## src/verilog/sen_pkg.sv

```systemverilog
// Constants and types for the standard event notification mask block
// Overview of operation
// - Mask governs only standard-notification-role pins
// - Any mix of enabled events drives pin
// - Enabled event occurring drives pin high
// - Disabled event leaves pin unchanged
// - Mask bits 15 down to 6, fixed order
// - Bits 5 to 0 always read zero
// - Mask bits read/write, cleared at reset
// - Mask register sits at address 0x008E
// - Status flag 1 means event occurred
package sen_pkg;
    localparam int ADDR_W = 16;
    localparam int DATA_W = 16;
    localparam int NUM_EVENTS = 10;
    localparam logic [ADDR_W-1:0] STD_MASK_ADDR = 16'h008E;
    localparam logic [DATA_W-1:0] STD_MASK_RESET = 16'h0000;
    // Field layout: event masks in [15:6], unimplemented [5:0]
    localparam int MASK_MSB = 15;
    localparam int MASK_LSB = 6;
    localparam logic [DATA_W-1:0] MASK_IMPL = 16'hFFC0;
    // Event index within the 10-bit event vector and the mask field
    localparam int EV_OVERCURRENT = 9;
    localparam int EV_OVERVOLTAGE = 8;
    localparam int EV_OVERPOWER = 7;
    localparam int EV_UNDERVOLTAGE = 6;
    localparam int EV_OVER_FREQUENCY = 5;
    localparam int EV_UNDER_FREQUENCY = 4;
    localparam int EV_OVER_TEMPERATURE = 3;
    localparam int EV_UNDER_TEMPERATURE = 2;
    localparam int EV_VOLTAGE_SAG = 1;
    localparam int EV_VOLTAGE_SURGE = 0;
    typedef logic [NUM_EVENTS-1:0] sen_event_t;
    typedef logic [DATA_W-1:0] sen_word_t;
endpackage

```

## src/verilog/sen_mask_if.sv

```systemverilog
// Interface between the notify top and its mask register
`timescale 1ns/100ps
interface sen_mask_if;
    import sen_pkg::*;
    logic wr_en;
    sen_word_t wdata;
    sen_word_t rd_word;
    sen_event_t mask;
    modport owner (input wr_en, input wdata, output rd_word, output mask);
    modport user (output wr_en, output wdata, input rd_word, input mask);
endinterface

```

## src/verilog/sen_notify_top.sv

```systemverilog
// Standard event notification mask: register port and DIO pin drive
`timescale 1ns/100ps
module sen_notify_top #(
    parameter int NUM_DIO = 4
) (
    // Clock and reset
    input wire logic clk_sys,
    input wire logic reset_n,
    // Register port from the serial interface engine
    input wire logic [sen_pkg::ADDR_W-1:0] reg_addr,
    input wire logic reg_wr,
    input wire logic [sen_pkg::DATA_W-1:0] reg_wdata,
    input wire logic reg_rd,
    output logic [sen_pkg::DATA_W-1:0] reg_rdata,
    output logic reg_rvalid,
    // Event status flags from event detection, 1 means fault
    input wire logic [sen_pkg::NUM_EVENTS-1:0] event_flags,
    // Pin roles and levels from the pin control logic
    input wire logic [NUM_DIO-1:0] dio_role_standard,
    input wire logic [NUM_DIO-1:0] dio_other_level,
    // Digital I/O pin levels
    output logic [NUM_DIO-1:0] dio_level,
    output logic notify_standard
);
    import sen_pkg::*;

    ////////////////////////////////////////////////////////////////////////
    // Parameter check
    if (NUM_DIO < 1 || NUM_DIO > 16) begin : g_bad_dio
        $error("NUM_DIO must be 1 to 16");
    end

    typedef struct packed {
        logic notify_reg;
        logic [NUM_DIO-1:0] dio_reg;
        sen_word_t rdata_reg;
        logic rvalid_reg;
    } sen_top_s;

    sen_top_s st_reg;
    sen_top_s st_next;
    sen_mask_if mif();

    // Address decode used by both the write and the read path
    function automatic logic hit_mask(input logic [ADDR_W-1:0] a);
        return a == STD_MASK_ADDR;
    endfunction

    ////////////////////////////////////////////////////////////////////////
    // Mask register storage
    assign mif.wr_en = reg_wr && hit_mask(reg_addr);
    assign mif.wdata = reg_wdata;

    sen_mask_reg u_mask (
        .clk_sys(clk_sys),
        .reset_n(reset_n),
        .mif(mif.owner)
    );

    ////////////////////////////////////////////////////////////////////////
    // Next state: notify level, pin mux, read data
    // Flags share clk_sys with event detection, so no synchroniser
    always_comb begin
        logic level;
        level = 1'b0;
        st_next = st_reg;
        // OR of enabled flags; a disabled flag cannot move the pin
        level = |(event_flags & mif.mask);
        st_next.notify_reg = level;
        // Only pins given the standard role follow the mask result
        for (int i = 0; i < NUM_DIO; i++) begin
            st_next.dio_reg[i] = dio_role_standard[i] ? level
                                                      : dio_other_level[i];
        end
        // Unmapped addresses read zero, answer one cycle after strobe
        st_next.rvalid_reg = reg_rd;
        st_next.rdata_reg = '0;
        if (reg_rd && hit_mask(reg_addr)) begin
            st_next.rdata_reg = mif.rd_word;
        end
    end

    // Registered outputs avoid glitches on the pins
    always_ff @(posedge clk_sys or negedge reset_n) begin
        if (!reset_n) begin
            st_reg <= '0;
        end else begin
            st_reg <= st_next;
        end
    end

    assign notify_standard = st_reg.notify_reg;
    assign dio_level = st_reg.dio_reg;
    assign reg_rdata = st_reg.rdata_reg;
    assign reg_rvalid = st_reg.rvalid_reg;

    // Helper: last written value aligned to implemented bits
    sen_word_t shadow;
    always_ff @(posedge clk_sys or negedge reset_n) begin
        if (!reset_n) begin
            shadow <= STD_MASK_RESET;
        end else if (reg_wr && hit_mask(reg_addr)) begin
            shadow <= reg_wdata & MASK_IMPL;
        end
    end

    // One-hot register image and event vector for the bit map checks
    function automatic sen_word_t bit_of(input int ev);
        return DATA_W'(1) << (MASK_LSB + ev);
    endfunction
    function automatic sen_event_t ev_of(input int ev);
        return NUM_EVENTS'(1) << ev;
    endfunction
endmodule

```

## src/verilog/sen_mask_reg.sv

```systemverilog
// Standard notification event mask register storage
`timescale 1ns/100ps
module sen_mask_reg (
    // Clock and reset
    input wire logic clk_sys,
    input wire logic reset_n,
    // Register access
    sen_mask_if.owner mif
);
    import sen_pkg::*;

    typedef struct packed {
        sen_word_t mask_reg;
    } sen_mreg_s;

    sen_mreg_s st_reg;
    sen_mreg_s st_next;

    ////////////////////////////////////////////////////////////////////////
    // Only implemented bits store; low bits stay zero for reads
    always_comb begin
        st_next = st_reg;
        if (mif.wr_en) begin
            st_next.mask_reg = mif.wdata & MASK_IMPL;
        end
    end

    // Cleared at reset so no event reaches the pin until enabled
    always_ff @(posedge clk_sys or negedge reset_n) begin
        if (!reset_n) begin
            st_reg <= '{mask_reg: STD_MASK_RESET};
        end else begin
            st_reg <= st_next;
        end
    end

    assign mif.rd_word = st_reg.mask_reg;
    assign mif.mask = st_reg.mask_reg[MASK_MSB:MASK_LSB];
endmodule

```

## config.mk

```make
export PLATFORM = sky130hd
export DESIGN_NAME = sen_notify_top
export DESIGN_NICKNAME = d
export VERILOG_FILES = /design/src/verilog/sen_pkg.sv /design/src/verilog/sen_mask_if.sv /design/src/verilog/sen_notify_top.sv /design/src/verilog/sen_mask_reg.sv
export SDC_FILE = /design/constraint.sdc
export NUM_CORES = 1
export LEC_CHECK = 0
export BUFFER_PORTS_ARGS = -buffer_cell sky130_fd_sc_hd__clkbuf_2
export CAP_MARGIN = 10
export CORE_ASPECT_RATIO = 0.9
export CORE_MARGIN = 3
export CORE_UTILIZATION = 40
export CTS_BUF_LIST = sky130_fd_sc_hd__clkbuf_4 sky130_fd_sc_hd__clkbuf_8
export DETAILED_ROUTE_END_ITERATION = 8
export GPL_TIMING_DRIVEN = 0
export PLACE_DENSITY_LB_ADDON = 0.2
export SYNTH_ARGS = -nofsm -noshare
export SYNTH_HDL_FRONTEND = slang
export SYNTH_SLANG_ARGS = --single-unit
```

## constraint.sdc

```tcl
create_clock -name clk_sys -period 1.6 [get_ports clk_sys]
set_input_delay 0.32 -clock clk_sys [delete_from_list [all_inputs] [get_ports clk_sys]]
set_output_delay 0.32 -clock clk_sys [all_outputs]
set_load 0.01 [all_outputs]
```

# Word-level counts from Yosys, hierarchy flattened
# Cells that the tools add are included.
# Widths: inputs -> output; s select.
# op_classes
n_reduce_logical	3
n_mux	5
n_bitwise	1
eq_ne	1
# ops
operator	count
$eq 16x8->1 const B	1
$mux 16	1
$and 10x10->10	1
$reduce_or 10->1	1
$mux 1	4
$logic_and 1x1->1	2
# word_totals
elab_cells	15
output_inout_bits	22
register_bits	32
in_bits	54

# Depth between registers and ports, before layout
# Gate-level depths: netlist of run 1.
# depth
ltp_word	3
depth_mapped	5
ltp_nobuf	4

# By module
# A second synthesis of run 1 with hierarchy kept.
# unflattened
cells_unflattened	100
hier_area_um2	1372.6
# modules_own_cells
mod	instances	cells_per_inst	area_per_inst_um2	seq_area_each_um2
sen_notify_top	1	62	837.1	550.5
sen_mask_reg	1	38	535.5	250.2

# Least setup slack after synthesis of run 1
# OpenSTA, ideal clock, no wires.
# synth_timing
path_type	input to register
startpoint	in reg_addr[9] in the netlist's numbering
endpoint	reg u_mask.st_reg, in the netlist u_mask.mif.rd_word[10]
t_arrival_ns	1.404
stages	5
path_buffers	1
setup_slack_ns	0.071
required_time_ns	1.475
setup_time_ns	0.125
cell_sequence	nor4bb_1 and3_1 and3_1 buf_6 mux2_2
# synth_between
elab_chain_len	2
# synth_lines
item	line	text
from (decl)	sen_notify_top.sv:10	input wire logic [sen_pkg::ADDR_W-1:0] reg_addr,
$eq 16x8->1	n/a	
$logic_and 1x1->1	n/a	
to (signal assigned)	sen_mask_reg.sv:31	st_reg <= '{mask_reg: STD_MASK_RESET};
to (signal assigned)	sen_mask_reg.sv:33	st_reg <= st_next;
to (decl)	sen_mask_reg.sv:16	sen_mreg_s st_reg;
# No other way between the ends.
# A chain may end at the register's enable or synchronous reset.

# Final worst setup path of run 1
# layout_timing
startpoint	in reg_addr[9] in the netlist's numbering
endpoint	reg u_mask.st_reg, in the netlist u_mask.mif.rd_word[7]
# The elaborated chain is that of the path after synthesis.

==> metrics.txt, run 1 <==
antenna violations before repair 0; clock root buffer clkbuf_4; power density over the cells 763 mW/mm2; Fin Hold WS 0.115 ns; drt first pass iters 4; crit path from reg_addr[9]; vias in the first global route 885; number of synthesized flops with an enable pin 0; crit start category input port; Initial DRC Count 10; VDD IR-drop max 0.596 mV; Netlist cell types 17; average size of a mapped cell 13.3 um2; Hold Fails Final Rpt 0; CP endpoint kind flop; Die Y 54.3 um; Synth top area share 62.9%; grt total ovfl 0; Max-Cap Viols 0; CP arrival 1.60 ns; cells after synthesis 78; GPL Wtd Cong 0.654; min cycle time layout 1.39 ns; Port Buf Inserts 63; Yosys Warn Count 0; drt wl/cell around 12 um; Power, Total 0.00110 W; TritonCTS clock tree built; TritonCTS Buffers 3; CP max FO 10; Gate power share 10.0%; largest net degree at the start of global routing 27; switching power 0.000239 W; die width about 60 um; total track usage 15.4%; Residual DRC 0; dpl hpwl 1790 um; Clock H-tree levels 1; reg-to-reg setup timing slack 0.27 ns; status finished clean; RSZ-0062 raised after global routing false; #FFs+latches synth 26; I/O Pins between 70 and 80; dpl cells about 170; clock slew at reported path FFs 0.13 ns; final worst-path cycle share 86.8%; post-DR vias/cell 4.57; insertion delay to the later sink of the worst-skew pair 0.32 ns; WP data required 1.82 ns; Antenna diodes 0; hold path startpoint reg_rd; Clock Sinks 26; most common cell in the netlist dfrtp_1; P_leak 0.850 nW; internal power between 0.0008 and 0.0009 W; endpoints failing setup 0; main area contributors after synthesis dfrtp_1 63%, mux2_2 11%, and2_1 6.0%; post-synthesis sequential area ratio 62.9%; area grow syn2layout 40.0%; placement row count 16; Setup Crit Path Kind in -> reg; Slew Limit Fails 0; ys async rst share 100%; Clk pwr share slightly below 30%; Max Buffers Root-to-Sink 2; Die Area 0.00323 mm2; # nets final 206; Finished Layout Cells 178; fraction of layout cells with a size suffix above 1 56.3%; Final ANT Viol Nets 0; fin util between 60% and 70%; Post-CTS Setup Inserts 0; Worst Hold Class in -> reg; CORE AREA 0.00232 mm2; Starting Density 44.6%; global-route wire length before repair 3620 um; Relative slew margins 57.5%; fmax just over 700 MHz; R2R Path Start u_mask.mif.rd_word[11]; Synth Cell Area 0.00103 mm2; Layout Skew 0.00972 ns; sequential share of power 60.3%; DR vias 813; top cells by count, synth 26 x dfrtp_1, 10 x and2_1, 10 x mux2_2; Slew @ Worst Pin ~0.64 ns; largest area contributor in the netlist dfrtp_1; ys flop type dfrtp_1; sw frac 21.6%; post_cts resized 0; final wirelength between 2000 and 2500 um
-- layer usage --
layer	track usage, %	vias up	wire length, um
met5	0	-	0
met1	14.6	370	820
met2	29.8	33	1140
li1	-	408	-
met4	5.54	0	10
met3	6.37	2	220
-- power by group through the flow --
| stage | registers [W] | logic, W | clock network [W] |
|---|---|---|---|
| after CTS | 0.000667 | 0.000111 | 0.000347 |
| after detailed placement | 0.000679 | 0.000109 | 0 |
| after global routing | 0.000668 | 0.000126 | 0.000368 |
| after floorplan | 0.000684 | 0.0000268 | 0 |
| after global placement | 0.000679 | 0.000106 | 0 |
| final | 0.000666 | 0.000110 | 0.000329 |
-- what timing repair did --
action	4_1_cts	5_1_grt
hold buffers	1	0
hold endpoints to repair	14	0
setup endpoints to repair	0	0
-- cell usage in the layout (no fill, tap or decap) --
cell type	netlist	routed
nand4_1	1	1
clkbuf_2	0	63
and4bb_2	1	1
clkbuf_8	0	1
a22o_1	2	2
nor4bb_1	1	1
buf_4	6	6
a22oi_1	1	1
and3_1	3	3
dfrtp_1	26	26
a221oi_1	2	2
nor4_1	2	2
nor2_1	5	5
buf_6	1	1
mux2_2	10	10
a21oi_1	4	4
inv_1	2	2
and2_1	10	10
conb_1	1	6
dlygate4sd3_1	0	1
clkbuf_4	0	3
-- state kept, by name, indices dropped and copies added (netlist names) --
register            flops
dio_level               4
notify_standard         1
reg_rdata              10
reg_rvalid              1
u_mask.mif.rd_word     10
-- final cells by class --
type	count	area [um2]
fill	211	873
sequential	26	651
multi-input combinational	48	339
timing repair buffer	64	325
buffer	7	56.3
clock buffer	4	36.3
tap	27	33.8
inverter	2	7.51
-- worst max-delay path: stages --
cell	delay (ns)
clkbuf_2	0.08
nor4bb_1	0.34
and3_1	0.20
and3_1	0.17
buf_6	0.15
mux2_2	0.34
-- logic make-up (layout without fill, tap and decap cells) --
family                 after synthesis  in the layout  synth area share (%)
buffers and inverters                9             77                  6.17
AOI/OAI and AO/OA                    9              9                  6.05
and+or+nand+nor                     23             23                  13.7
DFF                                 26             26                  62.9
muxes                               10             10                  10.9
other                                1              6                 0.362
-- path summary, 6_finish.rpt --
path                                     endpoint  cells past startpoint
min                                    reg_rvalid                      1
min reg2reg                          reg_rdata[7]                      1
max in group asynchronous         notify_standard                      2
max reg2reg                          dio_level[3]                      4
max                         u_mask.mif.rd_word[7]                      6
min in group asynchronous  u_mask.mif.rd_word[10]                      2
-- stage by stage --
step                setup TNS [ns]  worst slack, ns  cell area [um2]
floorplan                        0           0.0711             1050
global placement             -1.36           -0.117             1400
detailed placement           -1.49           -0.135             1400
CTS                              0            0.227             1450
global route                     0           0.0988             1450
finish                           0            0.212             1450
No activity file was read; power rests on OpenSTA's default activity.
==> inputs of run 2 (changes only) <==
--- a/config.mk
+++ b/config.mk
@@ -10,6 +10,5 @@
 export CORE_ASPECT_RATIO = 0.9
 export CORE_MARGIN = 3
-export CORE_UTILIZATION = 40
-export CTS_BUF_LIST = sky130_fd_sc_hd__clkbuf_4 sky130_fd_sc_hd__clkbuf_8
+export CORE_UTILIZATION = 39
 export DETAILED_ROUTE_END_ITERATION = 8
 export GPL_TIMING_DRIVEN = 0
==> constraint.sdc (replaced) <==
create_clock -name clk_sys -period 1.6 [get_ports clk_sys]
set_input_delay 0.08 -clock clk_sys [delete_from_list [all_inputs] [get_ports clk_sys]]
set_output_delay 0.08 -clock clk_sys [all_outputs]
set_load 0.01 [all_outputs]
==> metrics.txt, run 2 (synthesis results as in run 1) <==
GPL Wtd Cong 0.682 (+4.1%); Register-to-Register Path Depth 4 (unchanged); P_leak 0.914 nW (+7.5%); R2R Path Start u_mask.mif.rd_word[12]; Max-Cap Viols 0 (unchanged); endpoints failing setup 0 (unchanged); Final ANT Viol Nets 0 (unchanged); Die Y 54.9 um (+1.1%); Filler cells 192 (-9.0%); CP arrival 1.55 ns (-0.05 ns); final wirelength 2390 um (+8.9%); internal power 0.000842 W (-2.8%); placement row count 17 (+1); VDD IR-drop max 0.464 mV (-22%); clock root buffer clkbuf_4; Starting Density 41.6% (-3.0 points); largest net degree at the start of global routing 27 (unchanged); post-DR vias/cell 4.64 (+1.5%); # nets final 223 (+8.3%); Worst Hold Class in -> reg; switching power 0.000228 W (-4.4%); Clk pwr share 24.2% (-5.5 points); Max Buffers Root-to-Sink 2 (unchanged); fmax 741 MHz (+2.8%); Setup Crit Path Kind reg -> reg; DR vias 904 (+11%); final worst setup slack 0.250 ns (+0.0384 ns); global-route wire length before repair 3590 um (-0.94%); Initial DRC Count 22 (+12); Layout Skew 0.00600 ns (-0.00372 ns); Hold Fails Final Rpt 0 (unchanged); pre-CTS WS 0.0663 ns (+0.202 ns); fin util 64.6% (+2.2 points); Residual DRC 0 (unchanged); Relative slew margins 57.0% (-0.53 points); RSZ-0062 raised after global routing false; most frequent cells in the layout 63 x clkbuf_2, 26 x dfrtp_1, 18 x dlygate4sd3_1; total track usage 15.0% (-0.44 points); TritonCTS clock tree built; cts hold-fix bufs 18 (+17); CORE AREA 0.00249 mm2 (+7.2%); crit start category flop; vias in the first global route 897 (+1.4%); insertion delay to the later sink of the worst-skew pair 0.31 ns (about the same); I/O Pins 76 (unchanged); Fin Hold WS 0.0152 ns (-0.100 ns); CP endpoint kind flop; Clock Sinks 26 (unchanged); TritonCTS Buffers 3 (unchanged); reg-to-reg setup timing slack 0.25 ns (-0.02 ns); area grow syn2layout 55.3%; Port Buf Inserts 63 (unchanged); dpl hpwl 1800 um (+0.39%); Slew Limit Fails 0 (unchanged); commonest non-fill, non-tap cell in the layout clkbuf_2; status finished clean; die width 60.3 um (+1.1%); placed cell areas 0.00140 mm2 (about the same); post_cts resized 0 (unchanged); clock slew at reported path FFs 0.13 ns (about the same); Post-CTS Setup Inserts 0 (unchanged); finished layout cell area 0.00161 mm2 (+11%); fraction of layout cells with a size suffix above 1 50.3% (-6.0 points); sequential share of power 62.3% (+2.0 points); grt total ovfl 0 (unchanged); power density over the cells 666 mW/mm2 (-13%); min cycle time layout 1.35 ns (-0.0384 ns); Slew @ Worst Pin 0.645 ns (+0.00799 ns); sw frac 21.3% (-0.27 points); Fin Setup TNS 0 ns (unchanged); antenna violations before repair 0 (unchanged); CP max FO 5 (-5); drt first pass iters 4 (unchanged); Gate power share 13.5% (+3.5 points); Worst setup endpoint dio_level[0]; Clock H-tree levels 1 (unchanged); Die Area 0.00331 mm2 (+2.3%); drt wl/cell 12.2 um (-0.56%); final worst-path cycle share 84.4% (-2.4 points); WP data required 1.80 ns (-0.02 ns); crit path from u_mask.mif.rd_word[12]; Worst R2R End dio_level[0]; Antenna diodes 0 (unchanged)
[run 2: changes by cell type in the layout (fill, tap and decap cells not counted), sizes merged]
| cell | previous run | this run |
|---|---|---|
| clkbuf | 67 | 66 |
| dlygate4sd3 | 1 | 18 |
[run 2: how the worst min path moves through the flow]
| stage | from | end | cells after the start |
|---|---|---|---|
| floorplan | reset_n | dio_level[0] | 0 |
| global placement | reset_n | reg_rdata[6] | 1 |
| detailed placement | reset_n | reg_rdata[6] | 1 |
| CTS | reg_wdata[7] | u_mask.mif.rd_word[7] | 2 |
| global route | reg_wdata[7] | u_mask.mif.rd_word[7] | 2 |
| finish | reg_wdata[7] | u_mask.mif.rd_word[7] | 2 |
[run 2: metrics by stage]
stage / std cells / total power (W)
2_1_floorplan: 83 / 0.000711
3_3_place_gp: 174 / 0.000785
3_5_place_dp: 174 / 0.000789
4_1_cts: 195 / 0.00109
5_1_grt: 195 / 0.00112
6_report: 195 / 0.00107
[run 2: critical path, stage by stage, from the launching register on]
cell      delay [ns]
dfrtp_1         0.41
a22o_1          0.22
a221oi_1        0.20
and3_1          0.30
a21oi_1         0.10
[run 2: area by class of cell]
class	count	area, um2	area share (%)
Timing Repair Buffer	81	495	30.8
Buffer	7	56.3	3.50
Tap cell	28	35.0	2.18
Multi-Input combinational cell	48	339	21.1
Inverter	2	7.51	0.467
Sequential cell	26	651	40.5
Clock buffer	3	22.5	1.40
[run 2: per-layer routing]
layer / up-vias / wire length, um / track usage [%]
li1: 442 / - / -
met1: 418 / 901 / 15.5
met2: 42 / 1270 / 28.8
met3: 2 / 194 / 2.83
met4: 0 / 19 / 7.38
met5: - / 0 / 0
[run 2: power groups by stage]
stage | sequential [W] | combinational [W] | clock, W
after floorplan | 0.000684 | 0.0000268 | 0
after global placement | 0.000679 | 0.000106 | 0
after detailed placement | 0.000679 | 0.000109 | 0
after CTS | 0.000667 | 0.000144 | 0.000284
after global routing | 0.000668 | 0.000160 | 0.000295
final | 0.000667 | 0.000144 | 0.000259
